## config.mk

```make
export PLATFORM = sky130hd
export DESIGN_NAME = dxr_readout
export DESIGN_NICKNAME = d
export VERILOG_FILES = /design/src/hdl/dxr_pkg.sv /design/src/hdl/dxr_stream_if.sv /design/src/hdl/dxr_fifo.sv /design/src/hdl/dxr_readout.sv /design/src/hdl/dxr_sync.sv
export SDC_FILE = /design/constraint.sdc
export NUM_CORES = 1
export LEC_CHECK = 0
export ABC_AREA = 0
export BUFFER_PORTS_ARGS = -buffer_cell sky130_fd_sc_hd__buf_2
export CELL_PAD_IN_SITES_DETAIL_PLACEMENT = 1
export CELL_PAD_IN_SITES_GLOBAL_PLACEMENT = 1
export CORE_MARGIN = 2
export CORE_UTILIZATION = 54
export DETAILED_ROUTE_END_ITERATION = 16
export PLACE_DENSITY_LB_ADDON = 0.1
export SYNTH_ARGS = -nofsm -noshare
export SYNTH_HDL_FRONTEND = slang
export SYNTH_HIERARCHICAL = 1
export SYNTH_SLANG_ARGS = --single-unit
```

## constraint.sdc

```tcl
create_clock -name clk_sys_i -period 5 [get_ports clk_sys_i]
set_input_delay 1 -clock clk_sys_i [delete_from_list [all_inputs] [get_ports clk_sys_i]]
set_output_delay 1 -clock clk_sys_i [all_outputs]
set_load 0.01 [all_outputs]
```

## src/hdl/dxr_pkg.sv

```systemverilog
package dxr_pkg;
  localparam int       ACC_W        = 12;
  localparam int       TMP_W        = 10;
  localparam int       CFG_W        = 8;
  localparam int       CFG_AXIS_BIT = 3;
  localparam int       CFG_PM_BIT   = 0;
  localparam logic [7:0]  CFG_RESET = 8'h04;
  localparam logic [11:0] ACC_MID   = 12'h0800;
  localparam logic [11:0] ACC_MAX   = 12'h0FFF;
  localparam logic [13:0] SELF_DELTA = 14'h00CD;
  // Counter values are edge numbers minus one
  localparam logic [3:0] SAMPLE_IDX = 4'h1;
  localparam logic [3:0] CFG_LAST   = 4'h7;
  localparam logic [3:0] FRAME_LAST = 4'hF;
  localparam logic [3:0] TMP_BITS   = 4'hA;
  localparam int       TMP_PAD      = 6;
  localparam int       CLK_MHZ      = 25;
  localparam int       TCONV_US     = 350;
  localparam int       TCONV_CYC    = TCONV_US * CLK_MHZ;
  localparam int       TFIFO_DEPTH  = 8;
  localparam int       PIN_W        = 5;
  // Selects idle high, clock/data/selfcheck low
  localparam logic [4:0] PIN_RST    = 5'h06;
  localparam logic [2:0] EDGE_RST   = 3'h6;

  typedef enum logic [1:0] {
    DXR_IDLE  = 2'b00,
    DXR_ACCEL = 2'b01,
    DXR_TEMP  = 2'b10
  } dxr_state_e;
endpackage

```

## src/hdl/dxr_stream_if.sv

```systemverilog
`timescale 1ns/1ps
interface dxr_stream_if #(parameter int W = 10);
  logic         valid;
  logic         ready;
  logic [W-1:0] data;
  modport src (output valid, output data, input ready);
  modport snk (input valid, input data, output ready);
endinterface

```

## src/hdl/dxr_fifo.sv

```systemverilog
`timescale 1ns/1ps
module dxr_fifo #(
  parameter int W     = 10,
  parameter int DEPTH = 8
)
(
  input  wire logic   clk_sys_i,
  input  wire logic   resetn_i,
  dxr_stream_if.snk   in_if,
  dxr_stream_if.src   out_if
);
  localparam int AW = $clog2(DEPTH);

  logic [W-1:0]  mem [DEPTH];
  logic [AW-1:0] wr_reg;
  logic [AW-1:0] wr_next;
  logic [AW-1:0] rd_reg;
  logic [AW-1:0] rd_next;
  logic [AW:0]   cnt_reg;
  logic [AW:0]   cnt_next;
  logic          rdy_reg;
  logic          rdy_next;
  logic          vld_reg;
  logic          vld_next;
  logic          push;
  logic          pop;
  logic [W-1:0]  rd_data_reg;

  assign push         = in_if.valid && rdy_reg;
  assign pop          = vld_reg && out_if.ready;
  assign in_if.ready  = rdy_reg;
  assign out_if.valid = vld_reg;
  assign out_if.data  = rd_data_reg;

  always_comb
  begin
    wr_next  = push ? AW'(wr_reg + 1'b1) : wr_reg;
    rd_next  = pop ? AW'(rd_reg + 1'b1) : rd_reg;
    cnt_next = cnt_reg;
    if (push && !pop)
      cnt_next = (AW+1)'(cnt_reg + 1'b1);
    else if (pop && !push)
      cnt_next = (AW+1)'(cnt_reg - 1'b1);
    rdy_next = cnt_next != (AW+1)'(DEPTH);
    vld_next = cnt_next != '0;
  end

  // Read data leave a register; a write into the next read slot is bypassed
  always_ff @(posedge clk_sys_i)
  begin
    if (push)
      mem[wr_reg] <= in_if.data;
    if (push && wr_reg == rd_next)
      rd_data_reg <= in_if.data;
    else
      rd_data_reg <= mem[rd_next];
  end

  always_ff @(posedge clk_sys_i or negedge resetn_i)
  begin
    if (!resetn_i)
    begin
      wr_reg  <= '0;
      rd_reg  <= '0;
      cnt_reg <= '0;
      rdy_reg <= 1'b1;
      vld_reg <= 1'b0;
    end
    else
    begin
      wr_reg  <= wr_next;
      rd_reg  <= rd_next;
      cnt_reg <= cnt_next;
      rdy_reg <= rdy_next;
      vld_reg <= vld_next;
    end
  end
endmodule

```

## src/hdl/dxr_readout.sv

```systemverilog
`timescale 1ns/1ps
// Notes on behaviour
// RULE_01 - Acceleration sample is 12-bit offset binary, 0x800 meaning zero g.
// RULE_02 - One LSB is 1/256 g about midscale: +5 g is 0xD00, -5 g is 0x300.
// RULE_03 - Selfcheck input high shifts the reported code by 205 LSB.
// RULE_04 - Host never asserts both selects together.
// RULE_05 - Accel select falling starts frame; sample taken on second rising clock edge.
// RULE_06 - Serial clock is the conversion clock; a conversion takes 16 clocks.
// RULE_07 - Accel select rising releases serial output to high impedance.
// RULE_08 - Select still low after 16 clocks starts the next frame at once.
// RULE_09 - Host writes control bits 6,5,4,1 low and bit 2 high.
// RULE_10 - Control bit 3 picks the axis: 0 x-axis, 1 y-axis.
// RULE_11 - Control bit 0 picks mode: 0 normal, 1 shutdown.
// RULE_12 - Control register keeps its contents during shutdown.
// RULE_13 - Mode changes on update; wake from shutdown on 16th rising edge.
// RULE_14 - Control data is captured from serial input on rising clock edges.
// RULE_15 - Host samples the accelerometer at no more than 10 kSPS.
// RULE_16 - Temperature frame gives a leading zero then 10 data bits.
// RULE_17 - Temperature transfers run in frames of 16 clock pulses.
// RULE_18 - Last temperature bit holds until temp select rises, then release.
// RULE_19 - Host keeps serial input low during temperature frames.
// RULE_20 - Host may take only the first eight bits of a temperature frame.
// RULE_21 - Output bits change on falling serial clock edges.
// RULE_22 - Temperature is 10-bit twos complement, quarter degree per LSB.
// RULE_23 - Temperature converts about every 350 us; reads give latest result.
// RULE_24 - Accel frame shifts leading zeros then the 12-bit sample, MSB first.
module dxr_readout
  import dxr_pkg::*;
#(
  parameter int TCONV_CYCLES = TCONV_CYC,
  parameter int FIFO_DEPTH   = TFIFO_DEPTH
)
(
  input  wire logic             clk_sys_i,
  input  wire logic             resetn_i,
  input  wire logic             sclk_i,
  input  wire logic             accel_select_n_i,
  input  wire logic             temp_select_n_i,
  input  wire logic             serial_in_i,
  input  wire logic             selfcheck_force_i,
  input  wire logic [ACC_W-1:0] accel_x_i,
  input  wire logic [ACC_W-1:0] accel_y_i,
  input  wire logic             temp_valid_i,
  input  wire logic [TMP_W-1:0] temp_data_i,
  output logic                  temp_ready_o,
  output logic                  temp_convert_o,
  output logic                  serial_out_o,
  output logic                  serial_out_oe_o,
  output logic                  accel_power_down_o,
  output logic                  axis_select_o
);
  localparam int TMR_W = $clog2(TCONV_CYCLES + 1);
  logic [PIN_W-1:0] pin_s;
  logic             sclk_s;
  logic             cs_n_s;
  logic             tcs_n_s;
  logic             din_s;
  logic             st_s;
  logic [2:0]       edge_q_reg;
  logic             rise;
  logic             fall;
  logic             cs_fall;
  logic             tcs_fall;
  dxr_stream_if #(.W(TMP_W)) in_if ();
  dxr_stream_if #(.W(TMP_W)) out_if ();
  dxr_sync #(
    .W   (PIN_W),
    .RST (PIN_RST)
  ) u_sync (
    .clk_sys_i (clk_sys_i),
    .resetn_i  (resetn_i),
    .async_i   ({selfcheck_force_i, serial_in_i, temp_select_n_i,
                 accel_select_n_i, sclk_i}),
    .sync_o    (pin_s)
  );
  assign {st_s, din_s, tcs_n_s, cs_n_s, sclk_s} = pin_s;
  assign rise     = sclk_s && !edge_q_reg[0];
  assign fall     = !sclk_s && edge_q_reg[0];
  assign cs_fall  = edge_q_reg[1] && !cs_n_s;
  assign tcs_fall = edge_q_reg[2] && !tcs_n_s;
  always_ff @(posedge clk_sys_i or negedge resetn_i)
  begin
    if (!resetn_i)
      edge_q_reg <= EDGE_RST;
    else
      edge_q_reg <= {tcs_n_s, cs_n_s, sclk_s};
  end
  // Sample code from the signed front-end value, 1/256 g per LSB
  logic [ACC_W-1:0] raw;
  logic [13:0]      sum;
  logic [ACC_W-1:0] sample_code;
  always_comb
  begin
    raw = axis_select_o ? accel_y_i : accel_x_i; // RULE_10
    sum = {{2{raw[ACC_W-1]}}, raw} + {2'h0, ACC_MID}; // RULE_01 RULE_02
    if (st_s)
      sum = sum + SELF_DELTA; // RULE_03
    // Clamp so selfcheck near full scale does not wrap to low codes
    sample_code = (sum > {2'h0, ACC_MAX}) ? ACC_MAX : sum[ACC_W-1:0];
  end
  // Temperature results queue here; the read port is locked out while a
  // temperature frame is shifting so the value cannot change mid-frame
  dxr_state_e       state_reg;
  dxr_state_e       state_next;
  logic [TMP_W-1:0] temp_reg;
  logic [TMP_W-1:0] temp_next;
  assign in_if.valid  = temp_valid_i;
  assign in_if.data   = temp_data_i;
  assign out_if.ready = state_reg != DXR_TEMP;
  dxr_fifo #(
    .W     (TMP_W),
    .DEPTH (FIFO_DEPTH)
  ) u_fifo (
    .clk_sys_i (clk_sys_i),
    .resetn_i  (resetn_i),
    .in_if     (in_if),
    .out_if    (out_if)
  );
  always_comb
  begin
    temp_next = temp_reg;
    if (out_if.valid && out_if.ready)
      temp_next = out_if.data; // RULE_23
  end
  // Serial frame engine
  logic [3:0]       cnt_reg;
  logic [3:0]       cnt_next;
  logic [15:0]      sh_reg;
  logic [15:0]      sh_next;
  logic [CFG_W-1:0] csh_reg;
  logic [CFG_W-1:0] csh_next;
  logic [CFG_W-1:0] cfg_reg;
  logic [CFG_W-1:0] cfg_next;
  logic             dout_next;
  logic             oe_next;
  logic             pd_next;
  logic             wake_reg;
  logic             wake_next;
  logic             commit;
  always_comb
  begin
    state_next = state_reg;
    cnt_next   = cnt_reg;
    sh_next    = sh_reg;
    csh_next   = csh_reg;
    cfg_next   = cfg_reg;
    dout_next  = serial_out_o;
    oe_next    = serial_out_oe_o;
    pd_next    = accel_power_down_o;
    wake_next  = wake_reg;
    commit     = 1'b0;
    unique case (state_reg)
      DXR_IDLE:
      begin
        oe_next = 1'b0;
        // Accel select wins if both selects fall in the same cycle; otherwise the first select to fall wins
        if (cs_fall) // RULE_04
        begin
          state_next = DXR_ACCEL; // RULE_05
          cnt_next   = '0;
          sh_next    = '0;
          dout_next  = 1'b0; // RULE_24
          oe_next    = 1'b1;
        end
        else if (tcs_fall)
        begin
          state_next = DXR_TEMP;
          cnt_next   = '0;
          sh_next    = {temp_reg, {TMP_PAD{1'b0}}}; // RULE_22
          dout_next  = 1'b0; // RULE_16
          oe_next    = 1'b1;
        end
      end
      DXR_ACCEL:
      begin
        if (cs_n_s)
        begin
          state_next = DXR_IDLE;
          oe_next    = 1'b0; // RULE_07
        end
        else
        begin
          if (rise)
          begin
            csh_next = {csh_reg[CFG_W-2:0], din_s}; // RULE_14
            cnt_next = cnt_reg + 4'h1; // RULE_06 RULE_08
            if (cnt_reg == CFG_LAST)
            begin
              commit   = 1'b1;
              cfg_next = csh_next; // RULE_10
              if (csh_next[CFG_PM_BIT])
              begin
                pd_next   = 1'b1; // RULE_11 RULE_13
                wake_next = 1'b0;
              end
              else if (accel_power_down_o)
                wake_next = 1'b1;
            end
            if (cnt_reg == SAMPLE_IDX && !accel_power_down_o)
              sh_next = {2'h0, sample_code, 2'h0}; // RULE_05 RULE_24
            if (cnt_reg == FRAME_LAST && wake_reg)
            begin
              pd_next   = 1'b0; // RULE_13
              wake_next = 1'b0;
            end
          end
          if (fall)
          begin
            dout_next = sh_reg[15]; // RULE_21
            sh_next   = {sh_reg[14:0], 1'b0};
          end
        end
      end
      DXR_TEMP:
      begin
        if (tcs_n_s)
        begin
          state_next = DXR_IDLE;
          oe_next    = 1'b0; // RULE_18
        end
        else if (fall && cnt_reg != TMP_BITS)
        begin
          // Remaining clocks of the 16-clock frame leave the last bit standing
          dout_next = sh_reg[15]; // RULE_17 RULE_18
          sh_next   = {sh_reg[14:0], 1'b0};
          cnt_next  = cnt_reg + 4'h1;
        end
      end
      default:
      begin
        state_next = DXR_IDLE;
        oe_next    = 1'b0;
      end
    endcase
  end
  // Autoconversion timer, restarted when a temperature read ends
  logic [TMR_W-1:0] tmr_reg;
  logic [TMR_W-1:0] tmr_next;
  logic             conv_next;
  logic             rd_end;
  assign rd_end = state_reg == DXR_TEMP && tcs_n_s;
  always_comb
  begin
    tmr_next  = tmr_reg - 1'b1;
    conv_next = 1'b0;
    if (rd_end)
      tmr_next = TMR_W'(TCONV_CYCLES - 1);
    else if (tmr_reg == '0)
    begin
      tmr_next  = TMR_W'(TCONV_CYCLES - 1);
      conv_next = 1'b1; // RULE_23
    end
  end
  always_ff @(posedge clk_sys_i or negedge resetn_i)
  begin
    if (!resetn_i)
    begin
      state_reg          <= DXR_IDLE;
      cnt_reg            <= '0;
      sh_reg             <= '0;
      csh_reg            <= '0;
      cfg_reg            <= CFG_RESET;
      serial_out_o       <= 1'b0;
      serial_out_oe_o    <= 1'b0;
      accel_power_down_o <= 1'b0;
      axis_select_o      <= CFG_RESET[CFG_AXIS_BIT];
      wake_reg           <= 1'b0;
      temp_reg           <= '0;
      tmr_reg            <= TMR_W'(TCONV_CYCLES - 1);
      temp_convert_o     <= 1'b0;
      temp_ready_o       <= 1'b0;
    end
    else
    begin
      state_reg          <= state_next;
      cnt_reg            <= cnt_next;
      sh_reg             <= sh_next;
      csh_reg            <= csh_next;
      cfg_reg            <= cfg_next; // RULE_12
      serial_out_o       <= dout_next;
      serial_out_oe_o    <= oe_next;
      accel_power_down_o <= pd_next;
      axis_select_o      <= cfg_next[CFG_AXIS_BIT];
      wake_reg           <= wake_next;
      temp_reg           <= temp_next;
      tmr_reg            <= tmr_next;
      temp_convert_o     <= conv_next;
      temp_ready_o       <= in_if.ready;
    end
  end
endmodule

```

## src/hdl/dxr_sync.sv

```systemverilog
`timescale 1ns/1ps
module dxr_sync #(
  parameter int           W   = 1,
  parameter logic [W-1:0] RST = '0
)
(
  input  wire logic         clk_sys_i,
  input  wire logic         resetn_i,
  input  wire logic [W-1:0] async_i,
  output logic      [W-1:0] sync_o
);
  logic [W-1:0] meta_reg;

  always_ff @(posedge clk_sys_i or negedge resetn_i)
  begin
    if (!resetn_i)
    begin
      meta_reg <= RST;
      sync_o   <= RST;
    end
    else
    begin
      meta_reg <= async_i;
      sync_o   <= meta_reg;
    end
  end
endmodule

```

==> results.py <==
metrics = {
    "routing": {
        "drt_iter0_drc": 259,
        "route.antenna.remaining_nets": 0,
        "dr_total_vias": 4504,
        "vias_per_cell": 5.82,
        "drt_pass1_iterations": 4,
        "routed_wire_length_per_instance_um": 20.6,
        "finalWirelength_um": 15900,
        "drc": 0,
    },
    "worst_setup_path": {
        "worstPathBufferInverterCount": 0,
        "critical_path.max_stage_delay_ns": 0.88,
        "timing.critical_path.max_delay_family": "flip-flops",
        "criticalPathCategory": "flip-flop to flip-flop",
        "worst_setup_path_end_kind": "flip-flop",
        "ff2ff_setup_slack_ns": 2.30,
        "crit_slowest_cell": "sky130_fd_sc_hd__dfrtp_1",
        "crit_arrival_ns": 2.99,
        "crit_path_to": "sh_reg[11]$_DFFE_PN0P_",
        "critical_path.startpoint": "cfg_reg[3]$_DFFE_PN0P_",
        "r2r.worst_path.cells": 7,
        "timing.rr.start": "cfg_reg[3]$_DFFE_PN0P_",
        "worstPathCellList": "mux2_2, ha_1, a21oi_4, o21ai_2, and3_1, a221oi_1, o21ai_0",
        "number_of_gates_on_the_worst_path_with_buffers_counted": 7,
        "crit_required_ns": 5.29,
        "worstPathMaxFanout": 25,
        "worstReg2RegEnd": "sh_reg[11]$_DFFE_PN0P_",
        "critPathLaunchType": "flip-flop",
    },
    "logic_synthesis": {
        "syn_avg_cell_area_um2": 13.7,
        "synth-seq-area-share": 0.610,
        "synthTopCellsByArea": "sky130_fd_sc_hd__edfxtp_1, sky130_fd_sc_hd__dfrtp_1, sky130_fd_sc_hd__mux4_1",
        "syn-cell-area_mm2": 0.00730,
        "synth_flop_cell": "sky130_fd_sc_hd__edfxtp_1",
        "ys.warnings.count": 6,
        "synth_top_cell_area_share": 0.329,
        "synth-seq-cells": 162,
        "cell_count_after_synthesis": 534,
        "async_flop_share": 0.488,
        "edff_count_synth": 80,
        "synth_area_leader_cell": "sky130_fd_sc_hd__edfxtp_1",
        "synthDistinctLibCells": 64,
        "net_count_of_the_mapped_netlist": 591,
    },
    "final_layout": {
        "final_cell_mix": "sky130_fd_sc_hd__edfxtp_1, sky130_fd_sc_hd__dfrtp_1, sky130_fd_sc_hd__nand2_1",
        "largest_register_ff_count": 80,
        "diodes": 0,
        "final_layout_size_suffix_gt1_frac": 0.232,
        "filler_cells_inserted": 1287,
        "final_cell_count_no_fill": 774,
        "most_common_cell_after_layout_fill_and_taps_aside": "sky130_fd_sc_hd__edfxtp_1",
        "finalNetCount": 642,
        "area.growth.synth_to_final_pct": 12.8,
    },
    "clock_tree": {
        "total_cts_buffers": 17,
        "tritoncts_clock_tree": "built",
        "cts.clk_slew.worst_paths_ns": 0.06,
        "number_of_sinks_driven_by_the_clock_tree": 162,
        "cts_htree_levels": 4,
        "hold_buf_cts": 0,
        "insertion_delay_ns": 0.43,
        "root_cell_of_the_clock_tree": "sky130_fd_sc_hd__clkbuf_16",
        "cts.path.max_buffers": 2,
        "cts_setup_buffers": 0,
        "post_cts_resize_count": 0,
    },
    "placed_design": {
        "buffer_ports.inserted": 47,
        "dpl.cell_count": 742,
        "place.detailed.hpwl_um": 10600,
        "post-place-ws_ns": 2.00,
        "globalplace.congestion": 0.804,
    },
    "floorplanning": {
        "design.die.area_mm2": 0.0145,
        "design.core.area_mm2": 0.0132,
        "dieWidth_um": 120,
        "top_level_ports": 48,
        "die_height_um": 120,
        "std_cell_rows": 42,
        "initial_core_util": 0.551,
    },
    "sta": {
        "slew_headroom": 0.172,
        "finalSetupTns_ns": 0,
        "post-route-period-util": 0.540,
        "clock_skew_ns": 0.00811,
        "max_clock_freq_mhz": 370,
        "setup-violations-final": 0,
        "grt_setup_unrepaired": "false",
        "hold_viol": 0,
        "worstMarginPinSlew_ns": 1.24,
        "max_slew_violation_count": 0,
        "least_setup_slack_across_all_paths_after_layout_ns": 2.30,
        "finalCriticalPeriod_ns": 2.70,
    },
    "job": {
        "reported_max_cap_violation_count": 0,
    },
    "power": {
        "internal_power_mw": 3.05,
        "share_clk_of_total_power": 0.262,
        "power.switching_fraction": 0.344,
        "power_frac_comb": 0.296,
        "p_total_mw": 4.64,
        "total_switching_power_mw": 1.59,
        "pwr-share-seq": 0.442,
        "power.leakage_nw": 3.22,
        "max-vdd-ir-drop_v": 0.000426,
        "power_per_cell_area_mw_per_mm2": 563,
    },
    "global_routing": {
        "grt_usage": 0.237,
        "grt_max_degree": 80,
        "global_route.overflow_total": 0,
        "grt_first_pass_wirelength_um": 25800,
        "grt_pass1_vias": 4853,
        "antenna_violations_before_repair": 0,
    },
    "min_path": {
        "worstHoldPathType": "flip-flop to flip-flop",
    },
    "run_status": {
        "outcome": "finished, final reports clean",
    },
}
## cell usage after synthesis, drive strengths merged, types with 3 or more instances
cell     n
and2     6
nor3    10
or2      4
nand3    6
dfstp   13
nor2    35
clkbuf   9
nor4     4
xnor2   15
a211oi   4
a221oi   3
nand4    3
o221ai   5
o21a     3
edfxtp  80
mux2i    5
a22oi    8
a21oi   18
dfxtp    3
buf     10
o211ai   4
nand2   56
or3      4
ha      15
inv     15
a22o     3
xor2     8
o21ai   23
mux2    28
dfrtp   66
nand2b  10
a221o    3
nor2b    9
mux4    20
## kinds of logic after synthesis
| kind of cell | count (synthesis) | share of synthesized area |
|---|---|---|
| flops | 162 | 0.610 |
| simple gates | 158 | 0.108 |
| mux | 53 | 0.122 |
| xor+xnor | 23 | 0.0276 |
| fa+ha+maj | 15 | 0.0257 |
| compound gates | 89 | 0.0833 |
| buf+inv | 34 | 0.0231 |
## worst min-delay path by stage
stage / cells past startpoint / end / slack, ns / startpoint
2_1_floorplan: 0 / u_sync/sync_o[0]$_DFF_PN0_ / 0.33 / u_sync/meta_reg[0]$_DFF_PN0_
3_3_place_gp: 0 / u_sync/sync_o[0]$_DFF_PN0_ / 0.34 / u_sync/meta_reg[0]$_DFF_PN0_
3_5_place_dp: 0 / u_sync/sync_o[3]$_DFF_PN0_ / 0.34 / u_sync/meta_reg[3]$_DFF_PN0_
4_1_cts: 0 / u_sync/sync_o[1]$_DFF_PN1_ / 0.36 / u_sync/meta_reg[1]$_DFF_PN1_
5_1_grt: 0 / u_sync/sync_o[1]$_DFF_PN1_ / 0.36 / u_sync/meta_reg[1]$_DFF_PN1_
6_report: 0 / u_sync/sync_o[1]$_DFF_PN1_ / 0.36 / u_sync/meta_reg[1]$_DFF_PN1_
## metrics by stage
step                       util  area, um^2  hold slack, ns
after floorplan               -        7300           0.331
after global placement    0.580        7680           0.336
after detailed placement  0.580        7680           0.340
after CTS                 0.622        8230           0.357
after global routing      0.622        8240           0.364
final                     0.622        8240           0.356
## power by group through the flow
| stage | combinational [mW] | clock (mW) | sequential [mW] |
|---|---|---|---|
| after floorplan | 1.11 | 0 | 1.91 |
| after global placement | 1.26 | 0 | 2.04 |
| after detailed placement | 1.35 | 0 | 2.07 |
| after CTS | 1.39 | 1.25 | 2.05 |
| after global routing | 1.52 | 1.30 | 2.09 |
| final | 1.37 | 1.22 | 2.05 |
## area by class of cell
cell class,count,area [um^2],area share
inverters,15,56.3,0.00683
repair buffers,51,268,0.0325
multi-input cells,338,2690,0.326
clock inverters,15,125,0.0152
clock buffers,17,425,0.0516
well taps,176,220,0.0267
flip-flops and latches,162,4460,0.541
## metal layers
metal | GRT usage | share of wire | vias to the layer above
met3 | 0.0542 | 0.032 | 19
met2 | 0.409 | 0.51 | 85
li1 | - | - | 2098
met1 | 0.296 | 0.44 | 2302
met4 | 0.0807 | 0.014 | 0
met5 | 0 | 0 | -
Power figures use the tool's default switching activity.
